==> config.mk <==
export PLATFORM = sky130hd
export DESIGN_NAME = rbr_core
export DESIGN_NICKNAME = d
export VERILOG_FILES = /design/src/rbr_pkg.sv /design/src/rbr_core.sv
export SDC_FILE = /design/constraint.sdc
export NUM_CORES = 1
export LEC_CHECK = 0
export ABC_CLOCK_PERIOD_IN_PS = 4200
export BUFFER_PORTS_ARGS = -buffer_cell sky130_fd_sc_hd__buf_2
export CELL_PAD_IN_SITES_DETAIL_PLACEMENT = 2
export CELL_PAD_IN_SITES_GLOBAL_PLACEMENT = 2
export CORE_MARGIN = 2
export CORE_UTILIZATION = 31
export DETAILED_ROUTE_END_ITERATION = 8
export HOLD_SLACK_MARGIN = 0.1
export PLACE_DENSITY_LB_ADDON = 0.1
export REMOVE_ABC_BUFFERS = 1
export SYNTH_ARGS = -nofsm -noshare
export SYNTH_HDL_FRONTEND = slang
export SYNTH_SLANG_ARGS = --single-unit
==> constraint.sdc <==
create_clock -name CLK -period 4.2 [get_ports CLK]
set_input_delay 0.84 -clock CLK [delete_from_list [all_inputs] [get_ports CLK]]
set_output_delay 0.84 -clock CLK [all_outputs]
set_load 0.1 [all_outputs]
==> src/rbr_pkg.sv <==
// package: command codes, field layouts and constants for the head command interpreter
package rbr_pkg;

    // ****************************************
    // command and response codes
    // ****************************************
    localparam logic [15:0] CMD_IDLE    = 16'h0000;
    localparam logic [15:0] CMD_RESTORE = 16'h1000;
    localparam logic [15:0] CMD_BACKUP  = 16'h1001;
    localparam logic [15:0] CMD_RESET   = 16'h8000;

    // ****************************************
    // reset kinds and error codes
    // ****************************************
    localparam logic [15:0] RST_KIND_SOFT   = 16'h0000;
    localparam logic [15:0] RST_KIND_SUPPLY = 16'h0001;
    localparam logic [15:0] ERR_NONE        = 16'h0000;
    localparam logic [15:0] ERR_NOT_UHF     = 16'h0001;
    localparam logic [15:0] ERR_FRAGMENT    = 16'h0002;
    localparam logic [15:0] ERR_NO_BACKUP   = 16'h0003;
    localparam logic [15:0] ERR_BAD_KIND    = 16'h0004;
    localparam logic [15:0] ERR_HEAD        = 16'h0005;
    localparam logic [15:0] ERR_UNKNOWN     = 16'h0006;

    // ****************************************
    // reset values and cycle counts
    // ****************************************
    localparam logic [7:0]  FRAG_ZERO       = 8'h00;
    localparam int          CLK_MHZ         = 100;
    localparam int          CLR_TIME_NS     = 100;
    localparam int          CLR_CYCLES      = (CLR_TIME_NS * CLK_MHZ + 999) / 1000;

    // request as written by the controller into the process output image
    typedef struct packed {
        logic [7:0]  loop_cnt;
        logic [15:0] cmd;
        logic [7:0]  head_addr;
        logic [15:0] start_addr;
        logic [7:0]  wr_frag;
        logic [7:0]  rd_frag;
    } rbr_req_t;

    // response placed into the process input image
    typedef struct packed {
        logic [7:0]  loop_cnt;
        logic [15:0] resp;
        logic [15:0] err;
        logic [7:0]  wr_frag;
        logic [7:0]  rd_frag;
    } rbr_resp_t;

    // operation towards the head side
    typedef enum logic [2:0] {
        HOP_NONE,
        HOP_READ_CFG,
        HOP_WRITE_CFG,
        HOP_SOFT_RESET,
        HOP_SUPPLY_RESET
    } rbr_hop_t;

endpackage

==> src/rbr_core.sv <==
// module: backup, restore and reset command interpreter for an rfid interface
// Function
// - backup/restore only allowed with UHF head
// - 0x1000 writes stored settings into head
// - 0x1001 reads head settings into storage
// - stored settings kept in non-volatile memory
// - 0x8000 resets head and interface
// - reset clears input, output image, buffer
// - completion echoes command into response code
`timescale 1ns/1ns
`default_nettype none
module rbr_core #(
    parameter int CFG_W = 32
) (
    // clock and reset
    input  wire logic                 CLK,
    input  wire logic                 RSTN,
    // controller request from process output image
    input  wire rbr_pkg::rbr_req_t    REQ,
    // process input image
    output rbr_pkg::rbr_resp_t        RESP,
    // head status and configuration path
    input  wire logic                 HEAD_IS_UHF,
    output var  rbr_pkg::rbr_hop_t    HEAD_OP,
    output logic [CFG_W-1:0]          HEAD_WDATA,
    input  wire logic                 HEAD_DONE,
    input  wire logic                 HEAD_FAIL,
    input  wire logic [CFG_W-1:0]     HEAD_RDATA,
    // non-volatile backup store
    output logic                      NV_WE,
    output logic [CFG_W-1:0]          NV_WDATA,
    input  wire logic [CFG_W-1:0]     NV_RDATA,
    input  wire logic                 NV_VALID,
    // clear strobes for images and buffer
    output logic                      CLR_IMAGES,
    output logic                      CLR_BUFFER
);

    // ****************************************
    // state
    // ****************************************
    typedef enum logic [1:0] {ST_IDLE, ST_HEAD, ST_CLEAR, ST_DONE} rbr_st_t;

    rbr_st_t           state;
    logic [15:0]       cur_cmd;
    logic [15:0]       last_cmd;
    logic [7:0]        cur_loop;
    logic [7:0]        clr_cnt;
    logic              head_pass;
    logic [15:0]       next_err;
    logic [15:0]       cur_err;

    // a new command is a change of command word away from the last handled one
    wire new_cmd = (state == ST_IDLE) && (REQ.cmd != last_cmd) && (REQ.cmd != rbr_pkg::CMD_IDLE);

    // ****************************************
    // request check
    // ****************************************
    always_comb begin
        next_err = rbr_pkg::ERR_NONE;
        if (REQ.wr_frag != rbr_pkg::FRAG_ZERO) begin
            next_err = rbr_pkg::ERR_FRAGMENT;
        end else if (REQ.cmd == rbr_pkg::CMD_RESTORE || REQ.cmd == rbr_pkg::CMD_BACKUP) begin
            if (!HEAD_IS_UHF) begin
                next_err = rbr_pkg::ERR_NOT_UHF;
            end else if (REQ.cmd == rbr_pkg::CMD_RESTORE && !NV_VALID) begin
                next_err = rbr_pkg::ERR_NO_BACKUP;
            end
        end else if (REQ.cmd == rbr_pkg::CMD_RESET) begin
            if (REQ.start_addr != rbr_pkg::RST_KIND_SOFT &&
                REQ.start_addr != rbr_pkg::RST_KIND_SUPPLY) begin
                next_err = rbr_pkg::ERR_BAD_KIND;
            end
        end else begin
            next_err = rbr_pkg::ERR_UNKNOWN;
        end
    end

    // ****************************************
    // sequencer
    // ****************************************
    always_ff @(posedge CLK) begin
        if (!RSTN) begin
            state    <= ST_IDLE;
            cur_cmd  <= rbr_pkg::CMD_IDLE;
            last_cmd <= rbr_pkg::CMD_IDLE;
            cur_loop <= 8'h00;
            clr_cnt  <= 8'h00;
            cur_err  <= rbr_pkg::ERR_NONE;
            HEAD_OP  <= rbr_pkg::HOP_NONE;
        end else begin
            unique case (state)
                ST_IDLE: begin
                    if (REQ.cmd == rbr_pkg::CMD_IDLE) begin
                        last_cmd <= rbr_pkg::CMD_IDLE;
                    end
                    if (new_cmd) begin
                        cur_cmd  <= REQ.cmd;
                        cur_loop <= REQ.loop_cnt;
                        cur_err  <= next_err;
                        last_cmd <= REQ.cmd;
                        if (next_err != rbr_pkg::ERR_NONE) begin
                            state <= ST_DONE;
                        end else begin
                            state <= ST_HEAD;
                            unique case (REQ.cmd)
                                rbr_pkg::CMD_RESTORE: HEAD_OP <= rbr_pkg::HOP_WRITE_CFG;
                                rbr_pkg::CMD_BACKUP:  HEAD_OP <= rbr_pkg::HOP_READ_CFG;
                                default: begin
                                    if (REQ.start_addr == rbr_pkg::RST_KIND_SUPPLY) begin
                                        HEAD_OP <= rbr_pkg::HOP_SUPPLY_RESET;
                                    end else begin
                                        HEAD_OP <= rbr_pkg::HOP_SOFT_RESET;
                                    end
                                end
                            endcase
                        end
                    end
                end
                ST_HEAD: begin
                    if (HEAD_DONE || HEAD_FAIL) begin
                        HEAD_OP <= rbr_pkg::HOP_NONE;
                        if (cur_cmd == rbr_pkg::CMD_RESET) begin
                            state   <= ST_CLEAR;
                            clr_cnt <= 8'(rbr_pkg::CLR_CYCLES);
                        end else begin
                            state <= ST_DONE;
                        end
                    end
                end
                ST_CLEAR: begin
                    clr_cnt <= clr_cnt - 8'h01;
                    if (clr_cnt == 8'h01) begin
                        state <= ST_DONE;
                    end
                end
                ST_DONE: begin
                    state <= ST_IDLE;
                end
            endcase
        end
    end

    // head result latch
    always_ff @(posedge CLK) begin
        if (!RSTN) begin
            head_pass <= 1'b0;
        end else if (new_cmd) begin
            head_pass <= 1'b0;
        end else if (state == ST_HEAD && HEAD_DONE && !HEAD_FAIL) begin
            head_pass <= 1'b1;
        end
    end

    // ****************************************
    // data paths
    // ****************************************
    always_ff @(posedge CLK) begin
        if (!RSTN) begin
            HEAD_WDATA <= '0;
            NV_WE      <= 1'b0;
            NV_WDATA   <= '0;
        end else begin
            NV_WE <= 1'b0;
            if (new_cmd && REQ.cmd == rbr_pkg::CMD_RESTORE) begin
                HEAD_WDATA <= NV_RDATA;
            end
            if (state == ST_HEAD && HEAD_DONE && !HEAD_FAIL && cur_cmd == rbr_pkg::CMD_BACKUP) begin
                NV_WE    <= 1'b1;
                NV_WDATA <= HEAD_RDATA;
            end
        end
    end

    // clear strobes held while clearing
    always_ff @(posedge CLK) begin
        if (!RSTN) begin
            CLR_IMAGES <= 1'b0;
            CLR_BUFFER <= 1'b0;
        end else begin
            CLR_IMAGES <= (state == ST_HEAD && cur_cmd == rbr_pkg::CMD_RESET &&
                           (HEAD_DONE || HEAD_FAIL)) ||
                          (state == ST_CLEAR && clr_cnt != 8'h01);
            CLR_BUFFER <= (state == ST_HEAD && cur_cmd == rbr_pkg::CMD_RESET &&
                           (HEAD_DONE || HEAD_FAIL)) ||
                          (state == ST_CLEAR && clr_cnt != 8'h01);
        end
    end

    // ****************************************
    // response image
    // ****************************************
    always_ff @(posedge CLK) begin
        if (!RSTN) begin
            RESP <= '0;
        end else if (new_cmd) begin
            RESP <= '0;
        end else if (state == ST_CLEAR) begin
            RESP <= '0;
        end else if (state == ST_DONE) begin
            RESP.loop_cnt <= cur_loop;
            RESP.wr_frag  <= rbr_pkg::FRAG_ZERO;
            RESP.rd_frag  <= rbr_pkg::FRAG_ZERO;
            RESP.resp     <= cur_cmd;
            if (cur_err != rbr_pkg::ERR_NONE) begin
                RESP.err <= cur_err;
            end else if (head_pass) begin
                RESP.err <= rbr_pkg::ERR_NONE;
            end else begin
                // failed head op never looks successful
                RESP.err <= rbr_pkg::ERR_HEAD;
            end
        end
    end

endmodule
`default_nettype wire

==> results of run 1 <==
-- stage by stage --
stage                     total power, W  setup WS, ns  instances  util (%)  setup TNS (ns)
after floorplan                  0.00263        -0.306        636         -           -8.57
after global placement           0.00295          1.01       1136      37.0               0
after detailed placement         0.00303         0.908       1136      37.0               0
after CTS                        0.00460          1.19       1168      39.8               0
after global routing             0.00479          1.05       1168      39.8               0
final                            0.00454          1.22       1172      39.9               0
-- area by class of cell --
class                      instances  area share, %
clock buffer                      19           5.27
tap                              275           4.09
timing repair buffer             225           13.7
inverter                          12          0.535
multi-input combinational        474           38.8
sequential                       150           35.7
clock inverter                    13           1.74
antenna                            4          0.119
-- tightest hold or removal path, cell delays in order (launching register included) --
cell and delay, ns:
dfxtp_1 0.31, nand2_1 0.05, mux2i_1 0.05
-- cell families (layout without fill, tap and decap cells) --
kind of cell	Yosys count	count (layout)	synth area share (%)
and+or+nand+nor	211	211	18.8
DFF	150	150	45.0
AOI/OAI and AO/OA	142	142	14.4
buffers and inverters	95	269	7.91
muxes	70	70	10.5
xor gates and xnor gates	16	16	2.21
adders and majority gates	6	6	1.12
other	1	33	0.0561
-- cell usage in the layout, fill, tap and decap left out, drive strengths merged, types with 3 or more instances in the layout --
| cell | netlist | layout |
|---|---|---|
| nand2 | 52 | 52 |
| or3 | 6 | 6 |
| clkinv | 0 | 6 |
| clkbuf | 33 | 19 |
| o41ai | 3 | 3 |
| ha | 6 | 6 |
| nand3 | 4 | 4 |
| diode | 0 | 4 |
| conb | 1 | 29 |
| o2111ai | 3 | 3 |
| a32o | 16 | 16 |
| o2bb2ai | 15 | 15 |
| and4 | 6 | 6 |
| nor2 | 67 | 67 |
| o21ai | 44 | 44 |
| buf | 50 | 225 |
| nor4 | 18 | 18 |
| inv | 12 | 16 |
| xor2 | 16 | 16 |
| mux2i | 70 | 70 |
| a21oi | 44 | 44 |
| a211oi | 3 | 3 |
| dfxtp | 150 | 150 |
| nor3 | 5 | 5 |
| nand4 | 36 | 36 |
-- final timing paths --
| check | from | to | slack, ns | cells past startpoint |
|---|---|---|---|---|
| worst max register to register | state[0]$_SDFFE_PN0P_ | RESP[32]$_SDFFE_PP0N_ | 1.22 | 7 |
| worst max-delay path | state[0]$_SDFFE_PN0P_ | RESP[32]$_SDFFE_PP0N_ | 1.22 | 7 |
| worst min register to register | cur_loop[3]$_SDFFE_PN0P_ | cur_loop[3]$_SDFFE_PN0P_ | 0.46 | 2 |
| worst min-delay path | cur_loop[3]$_SDFFE_PN0P_ | cur_loop[3]$_SDFFE_PN0P_ | 0.46 | 2 |
-- report_power, final --
group          leakage [nW]  total, W  switching [W]  internal (W)
Clock                 0.290   0.00156       0.000657      0.000900
Sequential             1.22   0.00172       0.000133       0.00158
Combinational          1.93   0.00127       0.000879      0.000392
-- per-layer routing --
| layer | share of wire (%) | GRT usage [%] | vias to the layer above |
|---|---|---|---|
| met4 | 2.5 | 7.76 | 4 |
| li1 | - | - | 2814 |
| met3 | 7.2 | 6.45 | 41 |
| met5 | 0.11 | 0 | - |
| met1 | 40 | 22.6 | 2899 |
| met2 | 50 | 34.6 | 191 |
-- registers in the layout (all words and copies together) (netlist names) --
register    flops
head_pass       1
RESP           27
CLR_BUFFER      1
last_cmd       16
cur_err         3
NV_WE           1
clr_cnt         8
cur_loop        8
cur_cmd        16
HEAD_OP         3
HEAD_WDATA     32
state           2
NV_WDATA       32
==> impl_metrics.tcl, run 1 <==
set metrics [dict create \
    cts_root_buffer "clkbuf_16" \
    holdWs_ns 0.463 \
    multiInputGateArea_um2 3270 \
    drive_above_1_share_pct 33.0 \
    clk_path_buf_depth 2 \
    clkLatencyLatePin_ns 0.43 \
    p_leak_nw 3.43 \
    io_pins 260 \
    setup_viol 0 \
    die_h_um 151 \
    gp_congestion 0.779 \
    worst-setup-path-type "flip-flop to flip-flop" \
    yosysWarnings 0 \
    syn_inst 691 \
    critPathTopFamily "compound AO/OA/AOI/OAI gates" \
    yosysTopAreaCell "dfxtp_1" \
    synth-edff-count 0 \
    grt_max_degree 60 \
    clock_sinks 150 \
    fill_cells 2326 \
    ant_nets 0 \
    ir_drop_v 0.000316 \
    via_per_inst 5.08 \
    yosys.cell_count.top_type "dfxtp_1" \
    portBuffers 214 \
    grt_pass1_wl_mm 34.8 \
    synth_cell_types 60 \
    yosysTopAreaCellShare_pct 45.0 \
    timing.final.crit_share_pct 70.9 \
    drv_slew 0 \
    dpl_cell_area_um2 7810 \
    fin_skew_ns 0.00978 \
    slew_headroom_pct 26.4 \
    core_area_um2 21100 \
    postLayoutCellArea_um2 8410 \
    hold_viol_final 0 \
    grt_usage_pct 19.9 \
    critical_path.most_common_cell "inv_1" \
    synth_area_per_cell_um2 9.67 \
    clk_pin_slew_ns 0.07 \
    synth_area_leaders "dfxtp_1 45%, mux2i_1 10%, buf_4 3.6%, nand4_1 3.4%, a21oi_1 3.3%" \
    slowest_stage "a211o_2" \
    nets 1020 \
    hp-class "flip-flop to flip-flop" \
    synthTopCellsByCount "150 x dfxtp_1, 70 x mux2i_1, 52 x nand2_1" \
    area_delta_synth_final_pct 25.9 \
    endpoint_kind "flip-flop" \
    dieArea_um2 22700 \
    grt_pass1_vias 6527 \
    routedWlPerCell_um 19.3 \
    grt_remaining_overflow 0 \
    vias 5949 \
    synthArstFlopShare_pct 0 \
    drt_drc_violations_left 0 \
    die_w_um 151 \
    start_util_pct 31.7 \
    status "finished, final reports clean" \
    fmax_mhz 336 \
    critPathMaxStageDelay_ns 0.94 \
    cp.required_ns 4.47 \
    cts_made_buffers 17 \
    path_buf_inv 3 \
    dp_hpwl_mm 16.5 \
    start_kind "flip-flop" \
    worstMarginPinSlew_ns 1.10 \
    antenna_found_initial 4 \
    dr.pass1.iters 4 \
    maxCapViolations 0 \
    yosysSeqAreaShare_pct 45.0 \
    synthFlopType "dfxtp_1" \
    postRouteWirelength_mm 22.6 \
    ys_ff_latch 150 \
    rsz0062_at_grt "false" \
    path_cells "inv_1, ha_1, inv_1, a41oi_4, buf_4, a211o_2, nor2_1" \
    ctsHoldBuffers 0 \
    finalCriticalPeriod_ns 2.98 \
    seqCellArea_um2 3000 \
    rows 53 \
    htreeDepth 4 \
    arrival_ns 3.24 \
    cts_tree "built" \
    cts_setup_buffers 0 \
    first_iter_violations 202 \
    cts_resized 0 \
    power_density_nw_per_um2 540 \
    netlist_area_um2 6680 \
    crit_fanout 36 \
]
Power figures use the tool's default switching activity.
==> run 2: changes to the inputs <==
Settings changed: ABC_CLOCK_PERIOD_IN_PS 4200 to 2700, CORE_UTILIZATION 31 to 26.
Clock period 4.2 ns to 2.7 ns, I/O delays scaled along.
==> impl_metrics.tcl, run 2 (synthesis results as in run 1) <==
set metrics [dict create \
    status "finished, final reports clean" \
    die_w_um 164 \
    r2r_cells 5 \
    postLayoutCellArea_um2 8630 \
    r2r_slack_ns 0.51 \
    die_h_um 164 \
    grt_usage_pct 17.3 \
    crit_fanout 6 \
    ir_drop_v 0.000453 \
    slew_headroom_pct 45.9 \
    fin_skew_ns 0.0141 \
    path_cells "or4_1, o41ai_2, nand2_1, a2111oi_0, a211oi_1" \
    final_core_util_pct 34.3 \
    power_frac_seq_pct 37.3 \
    reg.largest.list "HEAD_WDATA: 32 flops, NV_WDATA: 32 flops, RESP: 27 flops" \
    cts_tree "built" \
    dp_hpwl_mm 16.4 \
    drt_drc_violations_left 0 \
    nets 1032 \
    clk_path_buf_depth 2 \
    hp-class "input port to flip-flop" \
    timing.final.crit_share_pct 81.2 \
    cts_resized 0 \
    ant_nets 0 \
    swShare_pct 37.7 \
    postRouteWirelength_mm 22.7 \
    clkLatencyLatePin_ns 0.43 \
    pre_cts_ws_ns 0.101 \
    grt_pass1_wl_mm 36.2 \
    cts_setup_buffers 0 \
    drive_above_1_share_pct 33.9 \
    dpl_cell_area_um2 8050 \
    via_per_inst 4.76 \
    setup_ws_ns 0.509 \
    switching_power_w 0.00269 \
    grt_remaining_overflow 0 \
    p_comb_share_pct 28.9 \
    grt_max_degree 60 \
    fmax_mhz 456 \
    holdWs_ns 0.345 \
    drv_slew 0 \
    cts_root_buffer "clkbuf_16" \
    core_area_um2 25200 \
    routedWlPerCell_um 18.3 \
    grt_pass1_vias 6578 \
    power_density_nw_per_um2 828 \
    internal_power_w 0.00445 \
    p_leak_nw 3.51 \
    setup_viol 0 \
    worst-setup-path-type "flip-flop to flip-flop" \
    hold_path_depth 3 \
    hold_viol_final 0 \
    maxCapViolations 0 \
    final_common_cell "buf_2" \
    clkPwrFrac_pct 33.8 \
    slowest_stage "or4_1" \
    start_kind "flip-flop" \
    arrival_ns 2.49 \
    dieArea_um2 27000 \
    htreeDepth 4 \
    gp_congestion 0.756 \
    clk_pin_slew_ns 0.07 \
    area_delta_synth_final_pct 29.3 \
    portBuffers 214 \
    rsz0062_at_grt "false" \
    final_cell_mix "214 x buf_2, 150 x dfxtp_1, 70 x mux2i_1" \
    first_iter_violations 203 \
    dr.pass1.iters 4 \
    endpoint_kind "flip-flop" \
    cts_made_buffers 17 \
    antenna_found_initial 0 \
    start_util_pct 26.5 \
    worstMarginPinSlew_ns 0.809 \
    clock_sinks 150 \
    cp.required_ns 3.00 \
    io_pins 260 \
    critPathMaxStageDelay_ns 0.63 \
    vias 5880 \
    finalCriticalPeriod_ns 2.19 \
    rows 58 \
    ctsHoldBuffers 0 \
]
[run 2: changes by cell type in the layout (fill, tap and decap cells not counted), moves of 2 or more]
cell and delta:
buf_4 +6, clkinv_4 -2, diode_2 -3, clkinv_2 -3, buf_12 +6, inv_6 +3
inv_8 +4
[run 2: per-layer routing]
metal  global-route usage [%]  share of wire (%)  routed length (um)
met5                        0                  0                   0
met4                     4.67               0.94                 213
met2                     30.4                 50               11300
met3                     5.98                7.6                1730
met1                     19.9                 41                9390
[run 2: worst paths after layout]
kind	startpoint	to
setup / recovery	clr_cnt[2]$_SDFFE_PN0P_	state[0]$_SDFFE_PN0P_
hold / removal	HEAD_RDATA[15]	NV_WDATA[15]$_SDFFE_PN0P_
setup reg to reg	clr_cnt[2]$_SDFFE_PN0P_	state[0]$_SDFFE_PN0P_
hold reg to reg	cur_loop[7]$_SDFFE_PN0P_	cur_loop[7]$_SDFFE_PN0P_
[run 2: layout make-up]
type	count	area [um^2]
multi-input cells	474	3270
clock buffers	18	429
repair buffers	237	1320
well taps	330	413
diodes	1	2.50
inverters	12	45.0
flip-flops and latches	150	3000
clock inverters	14	155
fillers	2828	16500
[run 2: per-stage QoR]
step | power (W) | std cells | TNS (ns)
2_1_floorplan | 0.00409 | 636 | -76.84
3_3_place_gp | 0.00469 | 1203 | 0
3_5_place_dp | 0.00481 | 1203 | 0
4_1_cts | 0.00727 | 1235 | 0
5_1_grt | 0.00758 | 1235 | 0
6_report | 0.00715 | 1236 | 0
[run 2: critical path: cells and delay by family (launching register included)]
family,cells,cell delay [ns]
compound gates,3,0.94
flops,1,0.35
simple gates,2,0.78
[run 2: power groups by stage]
stage	clock network [W]	logic, W	registers, W
3_3_place_gp	0	0.00200	0.00269
5_1_grt	0.00260	0.00227	0.00271
3_5_place_dp	0	0.00210	0.00272
6_report	0.00242	0.00206	0.00266
2_1_floorplan	0	0.00131	0.00278
4_1_cts	0.00251	0.00210	0.00267
